$ cat config.mk
export PLATFORM = sky130hd
export DESIGN_NAME = blcfg_top
export DESIGN_NICKNAME = d
export VERILOG_FILES = /design/src/pkg/blcfg_pkg.sv /design/src/hdl/blcfg_decode.sv /design/src/hdl/blcfg_top.sv
export VERILOG_INCLUDE_DIRS = /design/src /design/src/pkg
export SDC_FILE = /design/constraint.sdc
export NUM_CORES = 1
export LEC_CHECK = 0
export ABC_AREA = 1
export BUFFER_PORTS_ARGS = -buffer_cell sky130_fd_sc_hd__buf_4
export CORE_AREA = 2 2 72 126
export DETAILED_ROUTE_END_ITERATION = 6
export DIE_AREA = 0 0 74 128
export MAX_ROUTING_LAYER = met4
export PLACE_DENSITY = 0.79
export SLEW_MARGIN = 20
export SYNTH_ARGS = -nofsm -noshare
export SYNTH_HDL_FRONTEND = slang
export SYNTH_HIERARCHICAL = 1
export SYNTH_SLANG_ARGS = --single-unit
$ cat constraint.sdc
create_clock -name clk -period 4.4 [get_ports clk]
set_input_delay 0.22 -clock clk [delete_from_list [all_inputs] [get_ports clk]]
set_output_delay 0.22 -clock clk [all_outputs]
set_load 0.1 [all_outputs]
$ cat src/pkg/blcfg_defs.svh
`ifndef BLCFG_DEFS_SVH
`define BLCFG_DEFS_SVH

// Serial bus address of this device (arbitrary value)
`define BLCFG_DEV_ADDR     7'h2a

// Byte pointers: even byte is bits 15:8, odd byte is bits 7:0
`define BLCFG_PTR_LED_HI   8'h02
`define BLCFG_PTR_LED_LO   8'h03
`define BLCFG_PTR_CFG_HI   8'h04
`define BLCFG_PTR_CFG_LO   8'h05

// Reset values
`define BLCFG_LED_RST      16'h0fff
`define BLCFG_CFG_RST      16'h08a3

// Field positions of the drive level register
`define BLCFG_CUR_HI       11
`define BLCFG_CUR_LO       0
`define BLCFG_LRSV_HI      15
`define BLCFG_LRSV_LO      12

// Field positions of the dimming and spread register
`define BLCFG_RSV_BIT      15
`define BLCFG_PSEUDO_BIT   14
`define BLCFG_RATE_HI      13
`define BLCFG_RATE_LO      12
`define BLCFG_SPAN_HI      11
`define BLCFG_SPAN_LO      10
`define BLCFG_SRC_HI       9
`define BLCFG_SRC_LO       8
`define BLCFG_RAMP_HI      7
`define BLCFG_RAMP_LO      5
`define BLCFG_DITH_HI      4
`define BLCFG_DITH_LO      2
`define BLCFG_SMOOTH_BIT   1
`define BLCFG_MINP_BIT     0

// Brightness source codes
`define BLCFG_SRC_PWM      2'h0
`define BLCFG_SRC_HOST     2'h2

// Linear ramp durations in ms, codes 1 to 7
`define BLCFG_RAMP_MS_1    10'h001
`define BLCFG_RAMP_MS_2    10'h002
`define BLCFG_RAMP_MS_3    10'h032
`define BLCFG_RAMP_MS_4    10'h064
`define BLCFG_RAMP_MS_5    10'h0c8
`define BLCFG_RAMP_MS_6    10'h12c
`define BLCFG_RAMP_MS_7    10'h1f4
`define BLCFG_SMOOTH_MIN   3'h3

// Spread modulation rate in Hz and span in tenths of a percent
`define BLCFG_HZ_0         11'h0c8
`define BLCFG_HZ_1         11'h1f4
`define BLCFG_HZ_2         11'h320
`define BLCFG_HZ_3         11'h4b0
`define BLCFG_SPAN_0       7'h21
`define BLCFG_SPAN_1       7'h2b
`define BLCFG_SPAN_2       7'h35
`define BLCFG_SPAN_3       7'h48

// Dither depth ceiling
`define BLCFG_DITH_MAX     3'h4

// Minimum pulse limit, rounded up to whole clocks
`define BLCFG_CLK_NS       100
`define BLCFG_MINP_NS      200
`define BLCFG_MINP_CYC     ((`BLCFG_MINP_NS + `BLCFG_CLK_NS - 1) / `BLCFG_CLK_NS)

`endif

$ cat src/pkg/blcfg_pkg.sv
package blcfg_pkg;

	// Serial slave states
	typedef enum logic [3:0] {
		BLCFG_ST_IDLE,
		BLCFG_ST_ADDR,
		BLCFG_ST_PTR,
		BLCFG_ST_WR,
		BLCFG_ST_ACK_ON,
		BLCFG_ST_ACK_OFF,
		BLCFG_ST_RD,
		BLCFG_ST_RREL,
		BLCFG_ST_RACK,
		BLCFG_ST_RNEXT
	} blcfg_st_e;

	// Whole state of the top module
	typedef struct packed {
		blcfg_st_e   st;     // Current state
		blcfg_st_e   after;  // State after acknowledge
		logic        scl_q;  // Previous clock line
		logic        sda_q;  // Previous data line
		logic [7:0]  sh;     // Shift register
		logic [2:0]  cnt;    // Bit counter
		logic [7:0]  ptr;    // Byte pointer
		logic        drv;    // Pull data line low
		logic [15:0] led;    // Drive level register
		logic [15:0] cfg;    // Dimming and spread register
	} blcfg_top_s;

	// Whole state of the decoder
	typedef struct packed {
		logic [9:0]  ramp_ms;
		logic        smooth;
		logic        from_pwm;
		logic        from_host;
		logic [2:0]  dith;
		logic [1:0]  minp;
		logic [10:0] hz;
		logic [6:0]  span;
	} blcfg_dec_s;

endpackage

$ cat src/hdl/blcfg_decode.sv
`timescale 1ns/1ns
`include "blcfg_defs.svh"

// Turns the raw configuration fields into values the dimming engine uses
module blcfg_decode
	import blcfg_pkg::*;
(
	input  wire logic        clk,       // System clock
	input  wire logic        rst,       // Synchronous reset
	input  wire logic [15:0] cfg,       // Dimming and spread register
	output logic      [9:0]  ramp_ms,   // Linear ramp time in ms
	output logic             smooth,    // Smoothed ramp in effect
	output logic             from_pwm,  // Brightness from PWM pin
	output logic             from_host, // Brightness from host register
	output logic      [2:0]  dith,      // PWM dither bits
	output logic      [1:0]  minp,      // Minimum pulse in clocks
	output logic      [10:0] hz,        // Spread modulation in Hz
	output logic      [6:0]  span       // Spread span, tenths of percent
);
	blcfg_dec_s q; // Registered state
	blcfg_dec_s s; // Next state

	wire logic [2:0] ramp_c = cfg[`BLCFG_RAMP_HI:`BLCFG_RAMP_LO]; // Ramp code
	wire logic [2:0] dith_c = cfg[`BLCFG_DITH_HI:`BLCFG_DITH_LO]; // Dither code

	// Field decode
	always_comb begin
		s = q;
		case (ramp_c)
			3'h1: s.ramp_ms = `BLCFG_RAMP_MS_1;
			3'h2: s.ramp_ms = `BLCFG_RAMP_MS_2;
			3'h3: s.ramp_ms = `BLCFG_RAMP_MS_3;
			3'h4: s.ramp_ms = `BLCFG_RAMP_MS_4;
			3'h5: s.ramp_ms = `BLCFG_RAMP_MS_5;
			3'h6: s.ramp_ms = `BLCFG_RAMP_MS_6;
			3'h7: s.ramp_ms = `BLCFG_RAMP_MS_7;
			default: s.ramp_ms = 10'h000;
		endcase
		// Short ramps are too brief to smooth, so they stay linear
		s.smooth = cfg[`BLCFG_SMOOTH_BIT] && (ramp_c >= `BLCFG_SMOOTH_MIN);
		// Reserved source codes select neither input
		s.from_pwm = (cfg[`BLCFG_SRC_HI:`BLCFG_SRC_LO] == `BLCFG_SRC_PWM);
		s.from_host = (cfg[`BLCFG_SRC_HI:`BLCFG_SRC_LO] == `BLCFG_SRC_HOST);
		// Codes above four are clamped to the deepest dither
		s.dith = (dith_c > `BLCFG_DITH_MAX) ? `BLCFG_DITH_MAX : dith_c;
		s.minp = cfg[`BLCFG_MINP_BIT] ? 2'(`BLCFG_MINP_CYC) : 2'h0;
		case (cfg[`BLCFG_RATE_HI:`BLCFG_RATE_LO])
			2'h0: s.hz = `BLCFG_HZ_0;
			2'h1: s.hz = `BLCFG_HZ_1;
			2'h2: s.hz = `BLCFG_HZ_2;
			default: s.hz = `BLCFG_HZ_3;
		endcase
		case (cfg[`BLCFG_SPAN_HI:`BLCFG_SPAN_LO])
			2'h0: s.span = `BLCFG_SPAN_0;
			2'h1: s.span = `BLCFG_SPAN_1;
			2'h2: s.span = `BLCFG_SPAN_2;
			default: s.span = `BLCFG_SPAN_3;
		endcase
		if (rst) begin
			s = '0;
		end
	end

	// State register
	always_ff @(posedge clk) begin
		q <= s;
	end

	assign ramp_ms = q.ramp_ms;
	assign smooth = q.smooth;
	assign from_pwm = q.from_pwm;
	assign from_host = q.from_host;
	assign dith = q.dith;
	assign minp = q.minp;
	assign hz = q.hz;
	assign span = q.span;
endmodule

$ cat src/hdl/blcfg_top.sv
`timescale 1ns/1ns
`include "blcfg_defs.svh"

module blcfg_top
	import blcfg_pkg::*;
#(
	parameter logic [6:0] DEV_ADDR = `BLCFG_DEV_ADDR // Bus address, arbitrary value
) (
	input  wire logic        clk,                  // System clock, 10 MHz
	input  wire logic        rst,                  // Synchronous reset
	input  wire logic        scl_i,                // Serial clock line
	input  wire logic        sda_i,                // Serial data line in
	output logic             sda_o,                // Serial data out, always low
	output logic             sda_oe,               // Pull data line low
	output logic      [11:0] sink_current_code,    // Common sink current
	output logic             spread_pseudo_en,     // Pseudo-random spread
	output logic      [1:0]  spread_rate,          // Spread rate code
	output logic      [1:0]  spread_span,          // Spread span code
	output logic      [1:0]  brightness_source,    // Brightness source code
	output logic      [2:0]  ramp_code,            // Ramp time code
	output logic      [2:0]  dither_code,          // Dither depth code
	output logic             smoothed_ramp_enable, // Smoothed ramp selected
	output logic             min_pulse_dither_en,  // Min-pulse dithering on
	output logic      [9:0]  ramp_time_ms,         // Linear ramp time in ms
	output logic             ramp_smooth_active,   // Smoothing in effect
	output logic             bright_from_pwm,      // Brightness follows pin
	output logic             bright_from_host,     // Brightness follows host
	output logic      [2:0]  dither_bits,          // Dither bits in effect
	output logic      [1:0]  min_pulse_cycles,     // Pulse floor in clocks
	output logic      [10:0] spread_rate_hz,       // Spread rate in Hz
	output logic      [6:0]  spread_span_tenths    // Span, tenths of percent
);
	blcfg_top_s q;       // Registered state
	blcfg_top_s s;       // Next state
	logic       wr_en;   // Data byte written this cycle
	logic [7:0] wr_byte; // The byte written
	logic [7:0] rd_byte; // Byte at the pointer
	logic [7:0] rx_byte; // Byte completing on this edge
	logic       scl_rise;
	logic       scl_fall;
	logic       start_c;
	logic       stop_c;

	// Readback of one byte; unmapped pointers read zero
	function automatic logic [7:0] byte_at(input logic [7:0] p, input logic [15:0] led,
		input logic [15:0] cfg);
		case (p)
			`BLCFG_PTR_LED_HI: byte_at = led[15:8];
			`BLCFG_PTR_LED_LO: byte_at = led[7:0];
			`BLCFG_PTR_CFG_HI: byte_at = cfg[15:8];
			`BLCFG_PTR_CFG_LO: byte_at = cfg[7:0];
			default: byte_at = 8'h00;
		endcase
	endfunction

	// Bus edge and condition detection
	always_comb begin
		scl_rise = scl_i && !q.scl_q;
		scl_fall = !scl_i && q.scl_q;
		start_c = scl_i && q.scl_q && q.sda_q && !sda_i;
		stop_c = scl_i && q.scl_q && !q.sda_q && sda_i;
		rx_byte = {q.sh[6:0], sda_i};
		rd_byte = byte_at(q.ptr, q.led, q.cfg);
	end

	// Serial slave and register bank
	always_comb begin
		s = q;
		wr_en = 1'b0;
		wr_byte = rx_byte;
		s.scl_q = scl_i;
		s.sda_q = sda_i;
		if (start_c) begin
			// A start wins from any state, also a repeated one
			s.st = BLCFG_ST_ADDR;
			s.cnt = 3'h0;
			s.drv = 1'b0;
		end else if (stop_c) begin
			s.st = BLCFG_ST_IDLE;
			s.drv = 1'b0;
		end else begin
			case (q.st)
				BLCFG_ST_IDLE: begin
					s.drv = 1'b0;
				end
				BLCFG_ST_ADDR, BLCFG_ST_PTR, BLCFG_ST_WR: begin
					if (scl_rise) begin
						s.sh = rx_byte;
						s.cnt = q.cnt + 3'h1;
						if (q.cnt == 3'h7) begin
							s.st = BLCFG_ST_ACK_ON;
							s.after = BLCFG_ST_WR;
							if (q.st == BLCFG_ST_ADDR) begin
								// Foreign address: stay off the bus until next start
								if (rx_byte[7:1] != DEV_ADDR) begin
									s.st = BLCFG_ST_IDLE;
								end
								s.after = rx_byte[0] ? BLCFG_ST_RD : BLCFG_ST_PTR;
							end else if (q.st == BLCFG_ST_PTR) begin
								s.ptr = rx_byte;
							end else begin
								wr_en = 1'b1;
								s.ptr = q.ptr + 8'h01;
							end
						end
					end
				end
				BLCFG_ST_ACK_ON: begin
					// Acknowledge starts at the low phase after the eighth bit
					if (scl_fall) begin
						s.drv = 1'b1;
						s.st = BLCFG_ST_ACK_OFF;
					end
				end
				BLCFG_ST_ACK_OFF: begin
					if (scl_fall) begin
						s.drv = 1'b0;
						s.cnt = 3'h0;
						s.st = q.after;
						if (q.after == BLCFG_ST_RD) begin
							s.drv = !rd_byte[7];
							s.sh = {rd_byte[6:0], 1'b0};
						end
					end
				end
				BLCFG_ST_RD: begin
					if (scl_rise) begin
						s.cnt = q.cnt + 3'h1;
						if (q.cnt == 3'h7) begin
							s.st = BLCFG_ST_RREL;
						end
					end else if (scl_fall) begin
						s.drv = !q.sh[7];
						s.sh = {q.sh[6:0], 1'b0};
					end
				end
				BLCFG_ST_RREL: begin
					// Free the line for the master's acknowledge
					if (scl_fall) begin
						s.drv = 1'b0;
						s.st = BLCFG_ST_RACK;
					end
				end
				BLCFG_ST_RACK: begin
					if (scl_rise) begin
						s.st = sda_i ? BLCFG_ST_IDLE : BLCFG_ST_RNEXT;
						s.ptr = sda_i ? q.ptr : q.ptr + 8'h01;
					end
				end
				BLCFG_ST_RNEXT: begin
					if (scl_fall) begin
						s.drv = !rd_byte[7];
						s.sh = {rd_byte[6:0], 1'b0};
						s.cnt = 3'h0;
						s.st = BLCFG_ST_RD;
					end
				end
				default: begin
					s.st = BLCFG_ST_IDLE;
				end
			endcase
		end
		// Byte writes land at once; reserved bits are kept as written
		if (wr_en) begin
			case (q.ptr)
				`BLCFG_PTR_LED_HI: s.led[15:8] = wr_byte;
				`BLCFG_PTR_LED_LO: s.led[7:0] = wr_byte;
				`BLCFG_PTR_CFG_HI: s.cfg[15:8] = wr_byte;
				`BLCFG_PTR_CFG_LO: s.cfg[7:0] = wr_byte;
				default: ;
			endcase
		end
		if (rst) begin
			s = '0;
			s.st = BLCFG_ST_IDLE;
			s.after = BLCFG_ST_IDLE;
			s.scl_q = 1'b1;
			s.sda_q = 1'b1;
			s.led = `BLCFG_LED_RST;
			s.cfg = `BLCFG_CFG_RST;
		end
	end

	// State register
	always_ff @(posedge clk) begin
		q <= s;
	end

	// Open-drain data line: only ever pulled low
	assign sda_o = 1'b0;
	assign sda_oe = q.drv;
	assign sink_current_code = q.led[`BLCFG_CUR_HI:`BLCFG_CUR_LO];
	assign spread_pseudo_en = q.cfg[`BLCFG_PSEUDO_BIT];
	assign spread_rate = q.cfg[`BLCFG_RATE_HI:`BLCFG_RATE_LO];
	assign spread_span = q.cfg[`BLCFG_SPAN_HI:`BLCFG_SPAN_LO];
	assign brightness_source = q.cfg[`BLCFG_SRC_HI:`BLCFG_SRC_LO];
	assign ramp_code = q.cfg[`BLCFG_RAMP_HI:`BLCFG_RAMP_LO];
	assign dither_code = q.cfg[`BLCFG_DITH_HI:`BLCFG_DITH_LO];
	assign smoothed_ramp_enable = q.cfg[`BLCFG_SMOOTH_BIT];
	assign min_pulse_dither_en = q.cfg[`BLCFG_MINP_BIT];

	// Decoded settings, one clock behind the register
	blcfg_decode u_dec (
		.clk       (clk),
		.rst       (rst),
		.cfg       (q.cfg),
		.ramp_ms   (ramp_time_ms),
		.smooth    (ramp_smooth_active),
		.from_pwm  (bright_from_pwm),
		.from_host (bright_from_host),
		.dith      (dither_bits),
		.minp      (min_pulse_cycles),
		.hz        (spread_rate_hz),
		.span      (spread_span_tenths)
	);
endmodule

==> results.py, run 1 <==
metrics = {
    "finish": {
        "final_nets": 700,
        "fillerInstances": 825,
        "drive_gt1_share_pct": 14.95,
        "fin_area_um2": 5116,
        "final_util_pct": 60.18,
        "num_antenna_cells": 0,
        "finalNonFillerCells": 806,
        "area_growth_syn_to_layout_pct": 12.64,
    },
    "cts": {
        "cts_tree": "built",
        "cts-root-buf": "clkbuf_16",
        "cts_resized": 0,
        "clock-sinks": 91,
        "clk_pin_slew_ns": 0.06,
        "cts_max_path_buffers": 2,
        "numCtsBuffers": 9,
        "ctsHoldBuffers": 0,
        "cts_setup_buffers": 0,
        "h-tree-depth": 3,
        "worst_skew_pair.late_latency_ns": 0.35,
    },
    "logic_synthesis": {
        "synth_enable_flop_cells": 0,
        "synth_flop_cell": "dfxtp_1",
        "synth.most_common_cell": "nand2_1",
        "syn_inst": 653,
        "async_reset_ff_share_pct": 0,
        "synth_top_cell_area_share_pct": 40.11,
        "synth_seq_cells": 91,
        "synth_area_um2": 4542,
        "synth_compound_area_share_pct": 10.36,
        "ys_top_cells_by_area": "dfxtp_1 40%, nand2_1 15%, nor2_1 8.8%",
        "synth_top_area_cell": "dfxtp_1",
        "synth_xor_area_share_pct": 0,
        "synth_top_family_by_area": "simple AND/OR/NAND/NOR gates",
        "yosys.area_share.simple_pct": 32.92,
        "synth_cell_types": 31,
        "yosysSeqAreaShare_pct": 40.11,
        "synthAdderAreaFrac_pct": 3.306,
        "yosys_warnings": 6,
        "synth_area_per_cell_um2": 6.955,
        "ys_top_cells_by_count": "178 x nand2_1, 106 x nor2_1, 91 x dfxtp_1, 60 x inv_1, 38 x nand3_1",
        "synth_mux_area_share_pct": 0,
    },
    "pwr": {
        "pwr-share-seq_pct": 39.2,
        "comb_power_share_pct": 31.2,
        "swShare_pct": 38.91,
        "internal_power_w": 0.001517,
        "p_per_area_nw_per_um2": 485.5,
        "power.clock.fraction_pct": 29.7,
        "leakage_nw": 2.506,
        "vdd_drop_max_mv": 0.2945,
        "p_switching_w": 0.0009664,
    },
    "detailed_routing": {
        "viasPerCell": 5.262,
        "first_pass_iters": 5,
        "antenna_left": 0,
        "wl_per_cell_um": 14.46,
        "drt-initial-drc-count": 239,
        "via_count": 4241,
        "wl_mm": 11.66,
        "drc": 0,
    },
    "status": {
        "status": "completed",
    },
    "critical_path": {
        "critPathCaptureType": "flip-flop",
        "max_stage_delay_ns": 0.44,
        "cp_cell_sequence": "ha_1 > nand3_1 > nor2_2 > nand2_1 > nand2_1 > o211ai_1",
        "worstPathRequired_ns": 4.61,
        "reg2reg_depth": 6,
        "arrival_ns": 2.28,
        "reg2reg_to": "sink_current_code[4]$_SDFFE_PP1P_",
        "cp_max_fo": 15,
        "regToRegStartpoint": "q[34]$_SDFFE_PP0P_",
        "critPathLaunchType": "flip-flop",
        "path_common_cell": "nand2_1",
        "crit_type": "flip-flop to flip-flop",
        "rrSetupSlack_ns": 2.33,
        "crit_slowest_cell": "nor2_2",
    },
    "placement": {
        "place_congestion": 0.9647,
        "detailedPlace.worstSlack_ns": 2.425,
        "io_buffers": 63,
        "post-dp-hpwl_mm": 8.702,
        "dp.cells": 790,
        "placed_area_um2": 4827,
    },
    "floorplanning": {
        "dieHeight_um": 128,
        "core_area_um2": 8502,
        "pin_count": 69,
        "row_count": 45,
        "start_util_pct": 53.42,
        "die_w_um": 74,
        "die_area_um2": 9472,
    },
    "global_route": {
        "top_usage_layer": "met2",
        "gr-total-overflow": 0,
        "met1_usage_pct": 26.41,
        "grt_use_total_pct": 26.90,
        "grt_max_degree": 36,
        "grt.met3_usage_pct": 2.594,
        "antenna_found_initial": 0,
        "grt_pass1_vias": 4033,
        "use_met2_pct": 46.32,
        "grt_pass1_wl_mm": 18.91,
    },
    "sta": {
        "final_hold_viol_count": 0,
        "maxSlewViolCount": 0,
        "finalCritPeriodShare_pct": 47.01,
        "slew_headroom_pct": 57.34,
        "max_freq_ghz": 0.4835,
        "setup_tns_ns": 0,
        "rsz0062_at_grt": "no",
        "fin_crit_ns": 2.068,
        "setup_violations": 0,
        "layout_setup_ws_ns": 2.332,
        "max_slew.worst_pin.slew_ns": 0.6376,
        "fin_skew_ns": 0.007712,
    },
    "run": {
        "maxCapViolCount": 0,
    },
    "hold_path": {
        "hold_end": "q[53]$_SDFF_PP1_",
        "holdCritPathClass": "primary input to flip-flop",
        "hold_depth": 3,
        "hold_path_startpoint": "scl_i",
    },
}
## state kept, by name, indices dropped and copies added, names as in the netlist, 2 cells and up
register / cells
brightness_source: 2
spread_span: 2
u_dec/dith: 3
spread_rate: 2
u_dec/span: 5
sink_current_code: 12
u_dec/ramp_ms: 9
q: 33
ramp_code: 3
u_dec/hz: 9
dither_code: 3
## power by group through the flow
stage	Clock, W	Combinational (W)	Sequential, W
after global routing	0.000773	0.000864	0.000979
after detailed placement	0	0.000763	0.000987
after floorplan	0	0.000569	0.00102
after CTS	0.000745	0.000767	0.000969
final	0.000737	0.000774	0.000973
after global placement	0	0.000748	0.000986
## how the worst max path moves through the flow
stage | startpoint | to
2_1_floorplan | u_dec/span[4]$_SDFF_PP0_ | spread_span_tenths[4]
3_3_place_gp | q[59]$_SDFFE_PP0P_ | q[38]$_SDFFE_PP0P_
3_5_place_dp | q[33]$_SDFFE_PP0P_ | sink_current_code[4]$_SDFFE_PP1P_
4_1_cts | q[33]$_SDFFE_PP0P_ | sink_current_code[4]$_SDFFE_PP1P_
5_1_grt | q[59]$_SDFFE_PP0P_ | q[38]$_SDFFE_PP0P_
6_report | q[34]$_SDFFE_PP0P_ | sink_current_code[4]$_SDFFE_PP1P_
## per-layer routing
layer	routed length, um	vias to the layer above
met5	0	-
met4	767	0
met3	488	50
met2	6329	160
met1	4071	1936
li1	-	2095
## stage by stage
stage / total power, W / hold WS [ns]
after global routing: 0.002615 / 0.1047
after floorplan: 0.001584 / 0.2891
after global placement: 0.001734 / 0.4269
after CTS: 0.002480 / 0.07674
final: 0.002484 / 0.07792
after detailed placement: 0.001750 / 0.4322
## cell usage in the layout (no fill, tap or decap), drive strengths merged
cell type / instances
inv: 66
nand2: 182
dfxtp: 91
o21a: 1
clkinvlp: 3
o21bai: 3
nor2: 118
buf: 64
a21oi: 24
clkbuf: 11
ha: 12
nand4: 6
a21boi: 1
nor3: 9
nand3: 38
a22oi: 1
o211ai: 14
clkinv: 1
a211oi: 1
o21ai: 37
conb: 5
nand3b: 1
## layout make-up
class | instances | area, um2 | area share, %
multi-input cells | 453 | 2135 | 41.72
flip-flops and latches | 91 | 1822 | 35.61
repair buffers | 64 | 480.5 | 9.391
clock buffers | 11 | 252.7 | 4.940
inverters | 65 | 244.0 | 4.769
well taps | 117 | 146.4 | 2.861
clock inverters | 5 | 36.28 | 0.7092
## logic make-up after synthesis
| kind of cell | count (synthesis) |
|---|---|
| flops | 91 |
| buf+inv | 112 |
| compound gates | 82 |
| fa+ha+maj | 12 |
| other cells | 2 |
| simple gates | 354 |
## critical path: cells and delay by family, from the launching register on
kind	cells	cell delay, ns
AND/OR/NAND/NOR	4	1.13
flip-flops	1	0.43
adder cells (fa/ha/maj)	1	0.26
AO/OA/AOI/OAI	1	0.09
Power figures use the tool's default switching activity.
==> run 2, diff against run 1 <==
- clock period: 4.4 -> 2.1 ns (I/O delays scaled with it)
==> run 2 against run 1 <==
- die area is the same
- setup slack lost 2.2 ns
- fmax grew 6.2%
- sequential power grew 110%
- critical path depth grew 3
- first-iteration DRC count grew 23%
- count of clock-buffer cells in the layout shrank 1
- non-clock buffer count grew 6
- register-to-register slack lost 2.2 ns
- critical path type unchanged
- critical endpoint is now sink_current_code[6]$_SDFFE_PP1P_
==> results.py, run 2 (same netlist as run 1, synthesis figures left out) <==
metrics = {
    "status": {
        "status": "completed",
    },
    "sta": {
        "setup_tns_ns": 0,
        "fin_skew_ns": 0.006876,
        "maxSlewViolCount": 0,
        "finalCritPeriodShare_pct": 92.75,
        "final_hold_viol_count": 0,
        "fin_crit_ns": 1.948,
        "setup_violations": 0,
        "rsz0062_at_grt": "yes",
        "max_freq_ghz": 0.5134,
    },
    "finish": {
        "largest_register_ffs": 33,
        "layout_commonest_cell": "nand2_1",
        "regMostFlops": "q",
        "regArea_um2": 1823,
        "drive_gt1_share_pct": 15.97,
        "final_cell_mix": "178 x nand2_1, 105 x nor2_1, 90 x dfxtp_1",
        "final_nets": 706,
        "area_growth_syn_to_layout_pct": 13.77,
        "finalNonFillerCells": 812,
        "fillerInstances": 794,
        "multi_input_area_um2": 2142,
        "num_antenna_cells": 0,
    },
    "floorplanning": {
        "pin_count": 69,
        "start_util_pct": 53.42,
        "die_w_um": 74,
        "row_count": 45,
        "die_area_um2": 9472,
        "dieHeight_um": 128,
        "core_area_um2": 8502,
    },
    "pwr": {
        "leakage_nw": 2.543,
        "p_per_area_nw_per_um2": 1008,
        "vdd_drop_max_mv": 0.8884,
        "total_power_w": 0.005207,
    },
    "critical_path": {
        "crit_type": "flip-flop to flip-flop",
        "cp_cell_sequence": "ha_1 > ha_1 > inv_1 > nor2_1 > nand4_1 > inv_1 > nand2_1 > nand2_1 > o211ai_1",
        "reg2reg_depth": 9,
        "worstPathRequired_ns": 2.30,
        "critPathLaunchType": "flip-flop",
        "cp_max_fo": 15,
        "max_stage_delay_ns": 0.34,
        "crit_slowest_cell": "dfxtp_1",
        "critPathCaptureType": "flip-flop",
        "arrival_ns": 2.15,
    },
    "cts": {
        "cts_tree": "built",
        "cts-root-buf": "clkbuf_16",
        "h-tree-depth": 3,
        "numCtsBuffers": 9,
        "clock-sinks": 91,
        "worst_skew_pair.late_latency_ns": 0.34,
        "clk_pin_slew_ns": 0.07,
        "cts_setup_buffers": 0,
        "cts_max_path_buffers": 2,
    },
    "detailed_routing": {
        "antenna_left": 0,
        "viasPerCell": 5.154,
        "first_pass_iters": 5,
        "drt-initial-drc-count": 294,
        "drc": 0,
        "via_count": 4185,
        "wl_per_cell_um": 13.82,
        "wl_mm": 11.22,
    },
    "hold_path": {
        "holdCritPathClass": "primary input to flip-flop",
        "hold_depth": 3,
    },
    "global_route": {
        "gr-total-overflow": 0,
        "grt_use_total_pct": 25.46,
        "grt_max_degree": 49,
        "grt_pass1_wl_mm": 18.13,
        "antenna_found_initial": 0,
        "grt_pass1_vias": 3808,
    },
    "run": {
        "maxCapViolCount": 0,
    },
    "placement": {
        "place_congestion": 1.014,
        "dp.cells": 795,
        "post-dp-hpwl_mm": 8.278,
        "io_buffers": 63,
    },
}
-- run 2: cell count changes in the layout (fill, tap and decap cells not counted) --
cell	change
clkinvlp_4	-3
dfxtp_2	+1
inv_2	+1
nor2_1	-1
clkinv_2	+1
inv_6	+2
dlygate4sd3_1	+1
dfxtp_1	-1
inv_1	-1
nor2_4	+1
clkinv_4	+1
buf_4	+5
clkbuf_8	-1
-- run 2: final timing paths --
path                          startpoint                                end  slack [ns]
max reg2reg           q[41]$_SDFFE_PP0P_  sink_current_code[6]$_SDFFE_PP1P_        0.15
min reg2reg  dither_code[0]$_SDFFE_PP0P_           u_dec/dith[0]$_SDFF_PP0_        0.48
min                                sda_i                 q[56]$_SDFFE_PP0P_        0.08
max                   q[41]$_SDFFE_PP0P_  sink_current_code[6]$_SDFFE_PP1P_        0.15
-- run 2: per-stage QoR --
step	setup WS [ns]	cell area [um2]	hold WS, ns	util (%)
5_1_grt	-0.08245	5167	0.08636	60.78
4_1_cts	0.1173	5159	0.07144	60.68
2_1_floorplan	0.5387	4553	0.1741	-
6_report	0.1523	5167	0.08109	60.78
3_3_place_gp	0.1035	4865	0.3105	57.22
3_5_place_dp	0.1305	4865	0.3141	57.22
-- run 2: layout make-up --
| class | count | share of cell area, % |
|---|---|---|
| tap | 117 | 2.833 |
| inverter | 65 | 4.722 |
| multi-input combinational | 453 | 41.45 |
| clock inverter | 6 | 0.8717 |
| sequential | 91 | 35.28 |
| clock buffer | 10 | 4.625 |
| timing repair buffer | 70 | 10.22 |
-- run 2: layer usage --
metal	track usage, %	vias to the layer above	part of all wire (%)
met3	3.302	44	4.5
met4	15.29	0	5.5
met1	26.32	1894	37
met5	-	-	0
met2	44.33	142	53
li1	-	2105	-
-- run 2: what timing repair did --
| action | in CTS | in global routing |
|---|---|---|
| hold buffers | 1 | 0 |
| hold endpoints to repair | 1 | 0 |
| gates resized for setup | 0 | 4 |
| endpoints found under the setup margin | 0 | 26 |
-- run 2: critical path: cells and delay by family, from the launching register on --
family                     cells  cell delay [ns]
adders and majority gates      2             0.34
and+or+nand+nor                4             0.77
buffers and inverters          2             0.26
AOI/OAI and AO/OA              1             0.09
DFF                            1             0.34
-- run 2: power by group --
| group | internal [W] | switching [W] |
|---|---|---|
| clock | 0.000845 | 0.000698 |
| combinational | 0.000464 | 0.00116 |
| sequential | 0.00187 | 0.000172 |
| total | 0.00318 | 0.00203 |
==> run 3, diff against run 2 <==
- CORE_AREA: 2 2 72 126 -> 2 2 76 132
- DIE_AREA: 0 0 74 128 -> 0 0 78 134
- PLACE_DENSITY: 0.79 -> 0.72
==> run 3 against run 2 <==
- sequential cell count unchanged
- fmax up 1.8%
- critical path depth up 1
- count of clock-buffer cells in the layout unchanged
- setup slack better by 0.034 ns
- cell area up 0.56%
- largest power group unchanged
==> results.py, run 3 (same netlist as run 1, synthesis figures left out) <==
metrics = {
    "detailed_routing": {
        "via_count": 4215,
        "drc": 0,
        "antenna_left": 0,
        "wl_per_cell_um": 14.61,
        "viasPerCell": 5.153,
        "first_pass_iters": 5,
        "drt-initial-drc-count": 238,
        "wl_mm": 11.95,
    },
    "pwr": {
        "power.clock.fraction_pct": 30.7,
        "total_power_w": 0.005237,
        "p_switching_w": 0.001979,
        "vdd_drop_max_mv": 0.5913,
        "swShare_pct": 37.79,
        "comb_power_share_pct": 30.6,
        "leakage_nw": 2.548,
        "internal_power_w": 0.003258,
        "p_per_area_nw_per_um2": 1008,
        "pwr-share-seq_pct": 38.7,
    },
    "floorplanning": {
        "pin_count": 69,
        "dieHeight_um": 134,
        "die_area_um2": 10450,
        "die_w_um": 78,
        "row_count": 47,
        "start_util_pct": 48.27,
        "core_area_um2": 9409,
    },
    "sta": {
        "max_slew.worst_pin.slew_ns": 0.5210,
        "fin_crit_ns": 1.913,
        "maxSlewViolCount": 0,
        "slew_headroom_pct": 65.14,
        "final_hold_viol_count": 0,
        "finalCritPeriodShare_pct": 91.11,
        "fin_skew_ns": 0.01068,
        "max_freq_ghz": 0.5226,
        "rsz0062_at_grt": "no",
        "setup_tns_ns": 0,
        "setup_violations": 0,
    },
    "critical_path": {
        "arrival_ns": 2.18,
        "cp_max_fo": 9,
        "max_stage_delay_ns": 0.33,
        "crit_type": "flip-flop to flip-flop",
        "critPathCaptureType": "flip-flop",
        "cp_cell_sequence": "ha_1 > ha_1 > inv_1 > nor2_1 > nand4_1 > buf_4 > nor2_2 > buf_4 > o21ai_0 > a21oi_1",
        "crit_slowest_cell": "dfxtp_1",
        "critPathLaunchType": "flip-flop",
        "worstPathRequired_ns": 2.37,
    },
    "finish": {
        "regMostFlops": "q",
        "num_antenna_cells": 0,
        "final_util_pct": 55.23,
        "largest_register_ffs": 33,
        "area_growth_syn_to_layout_pct": 14.41,
        "final_nets": 708,
        "final_cell_mix": "175 x nand2_1, 106 x nor2_1, 91 x dfxtp_1",
        "fillerInstances": 912,
        "finalNonFillerCells": 818,
        "layout_commonest_cell": "nand2_1",
        "drive_gt1_share_pct": 16.24,
        "fin_area_um2": 5196,
    },
    "placement": {
        "placed_area_um2": 4878,
        "post-dp-hpwl_mm": 8.983,
        "io_buffers": 63,
        "place_congestion": 0.9769,
        "dp.cells": 801,
    },
    "global_route": {
        "gr-total-overflow": 0,
        "grt_pass1_vias": 4011,
        "grt_max_degree": 49,
        "antenna_found_initial": 0,
        "grt_pass1_wl_mm": 19.02,
        "grt_use_total_pct": 24.01,
    },
    "cts": {
        "clk_pin_slew_ns": 0.07,
        "clock-sinks": 91,
        "numCtsBuffers": 9,
        "cts_tree": "built",
        "worst_skew_pair.late_latency_ns": 0.34,
        "h-tree-depth": 3,
        "cts-root-buf": "clkbuf_16",
        "cts_max_path_buffers": 2,
    },
    "status": {
        "status": "completed",
    },
    "run": {
        "maxCapViolCount": 0,
    },
    "hold_path": {
        "holdCritPathClass": "primary input to flip-flop",
    },
}
==> run 3: cell count changes in the layout (fill, tap and decap cells not counted), moves of 2 or more <==
cell / change
nand2_2: +3
nand2_1: -3
buf_4: +2
clkinv_2: -2
inv_6: -2
==> run 3: metal layers <==
layer	global-route usage, %	wire (um)
met1	22.31	4257
met4	15.50	672
met3	3.499	507
met5	-	0
met2	44.68	6513
==> run 3: final timing paths <==
kind | start | to | slack (ns) | depth (start not counted)
setup reg to reg | q[41]$_SDFFE_PP0P_ | q[28]$_SDFFE_PP0P_ | 0.19 | 10
hold reg to reg | dither_code[2]$_SDFFE_PP0P_ | u_dec/dith[2]$_SDFF_PP0_ | 0.47 | 2
setup / recovery | q[41]$_SDFFE_PP0P_ | q[28]$_SDFFE_PP0P_ | 0.19 | 10
hold / removal | sda_i | q[56]$_SDFFE_PP0P_ | 0.09 | 3
==> run 3: power by group through the flow <==
stage	Clock [W]	Sequential, W	Combinational, W
final	0.00161	0.00203	0.00160
after global routing	0.00170	0.00205	0.00179
after CTS	0.00162	0.00202	0.00159
after detailed placement	0	0.00206	0.00158
after global placement	0	0.00206	0.00157
after floorplan	0	0.00213	0.00119
==> run 3: through the flow <==
step	setup WS (ns)	hold WS [ns]
final	0.1866	0.09312
after global routing	0.003722	0.09533
after CTS	0.04704	0.08928
after detailed placement	0.07559	0.3181
after global placement	0.1537	0.3130
after floorplan	0.5387	0.1741
==> run 3: critical path: cells and delay by family, from the launching register on <==
kind,cells,cell delay (ns)
adders and majority gates,2,0.36
and+or+nand+nor,3,0.47
DFF,1,0.33
AOI/OAI and AO/OA,2,0.24
buffers and inverters,3,0.43
==> run 3: cell type report <==
cell class	count	area (um2)	area share (%)
Clock buffer	10	229.0	4.406
Multi-Input combinational cell	453	2142	41.22
Tap cell	122	152.6	2.938
Inverter	65	244.0	4.695
Sequential cell	91	1822	35.06
Clock inverter	5	63.81	1.228
Timing Repair Buffer	72	543.0	10.45
==> run 3: what timing repair did <==
item | 4_1_cts | 5_1_grt
hold buffers | 1 | 0
endpoints found under the setup margin | 0 | 21
endpoints found under the hold margin | 1 | 0
setup buffers | 0 | 1
gates resized for setup | 0 | 5
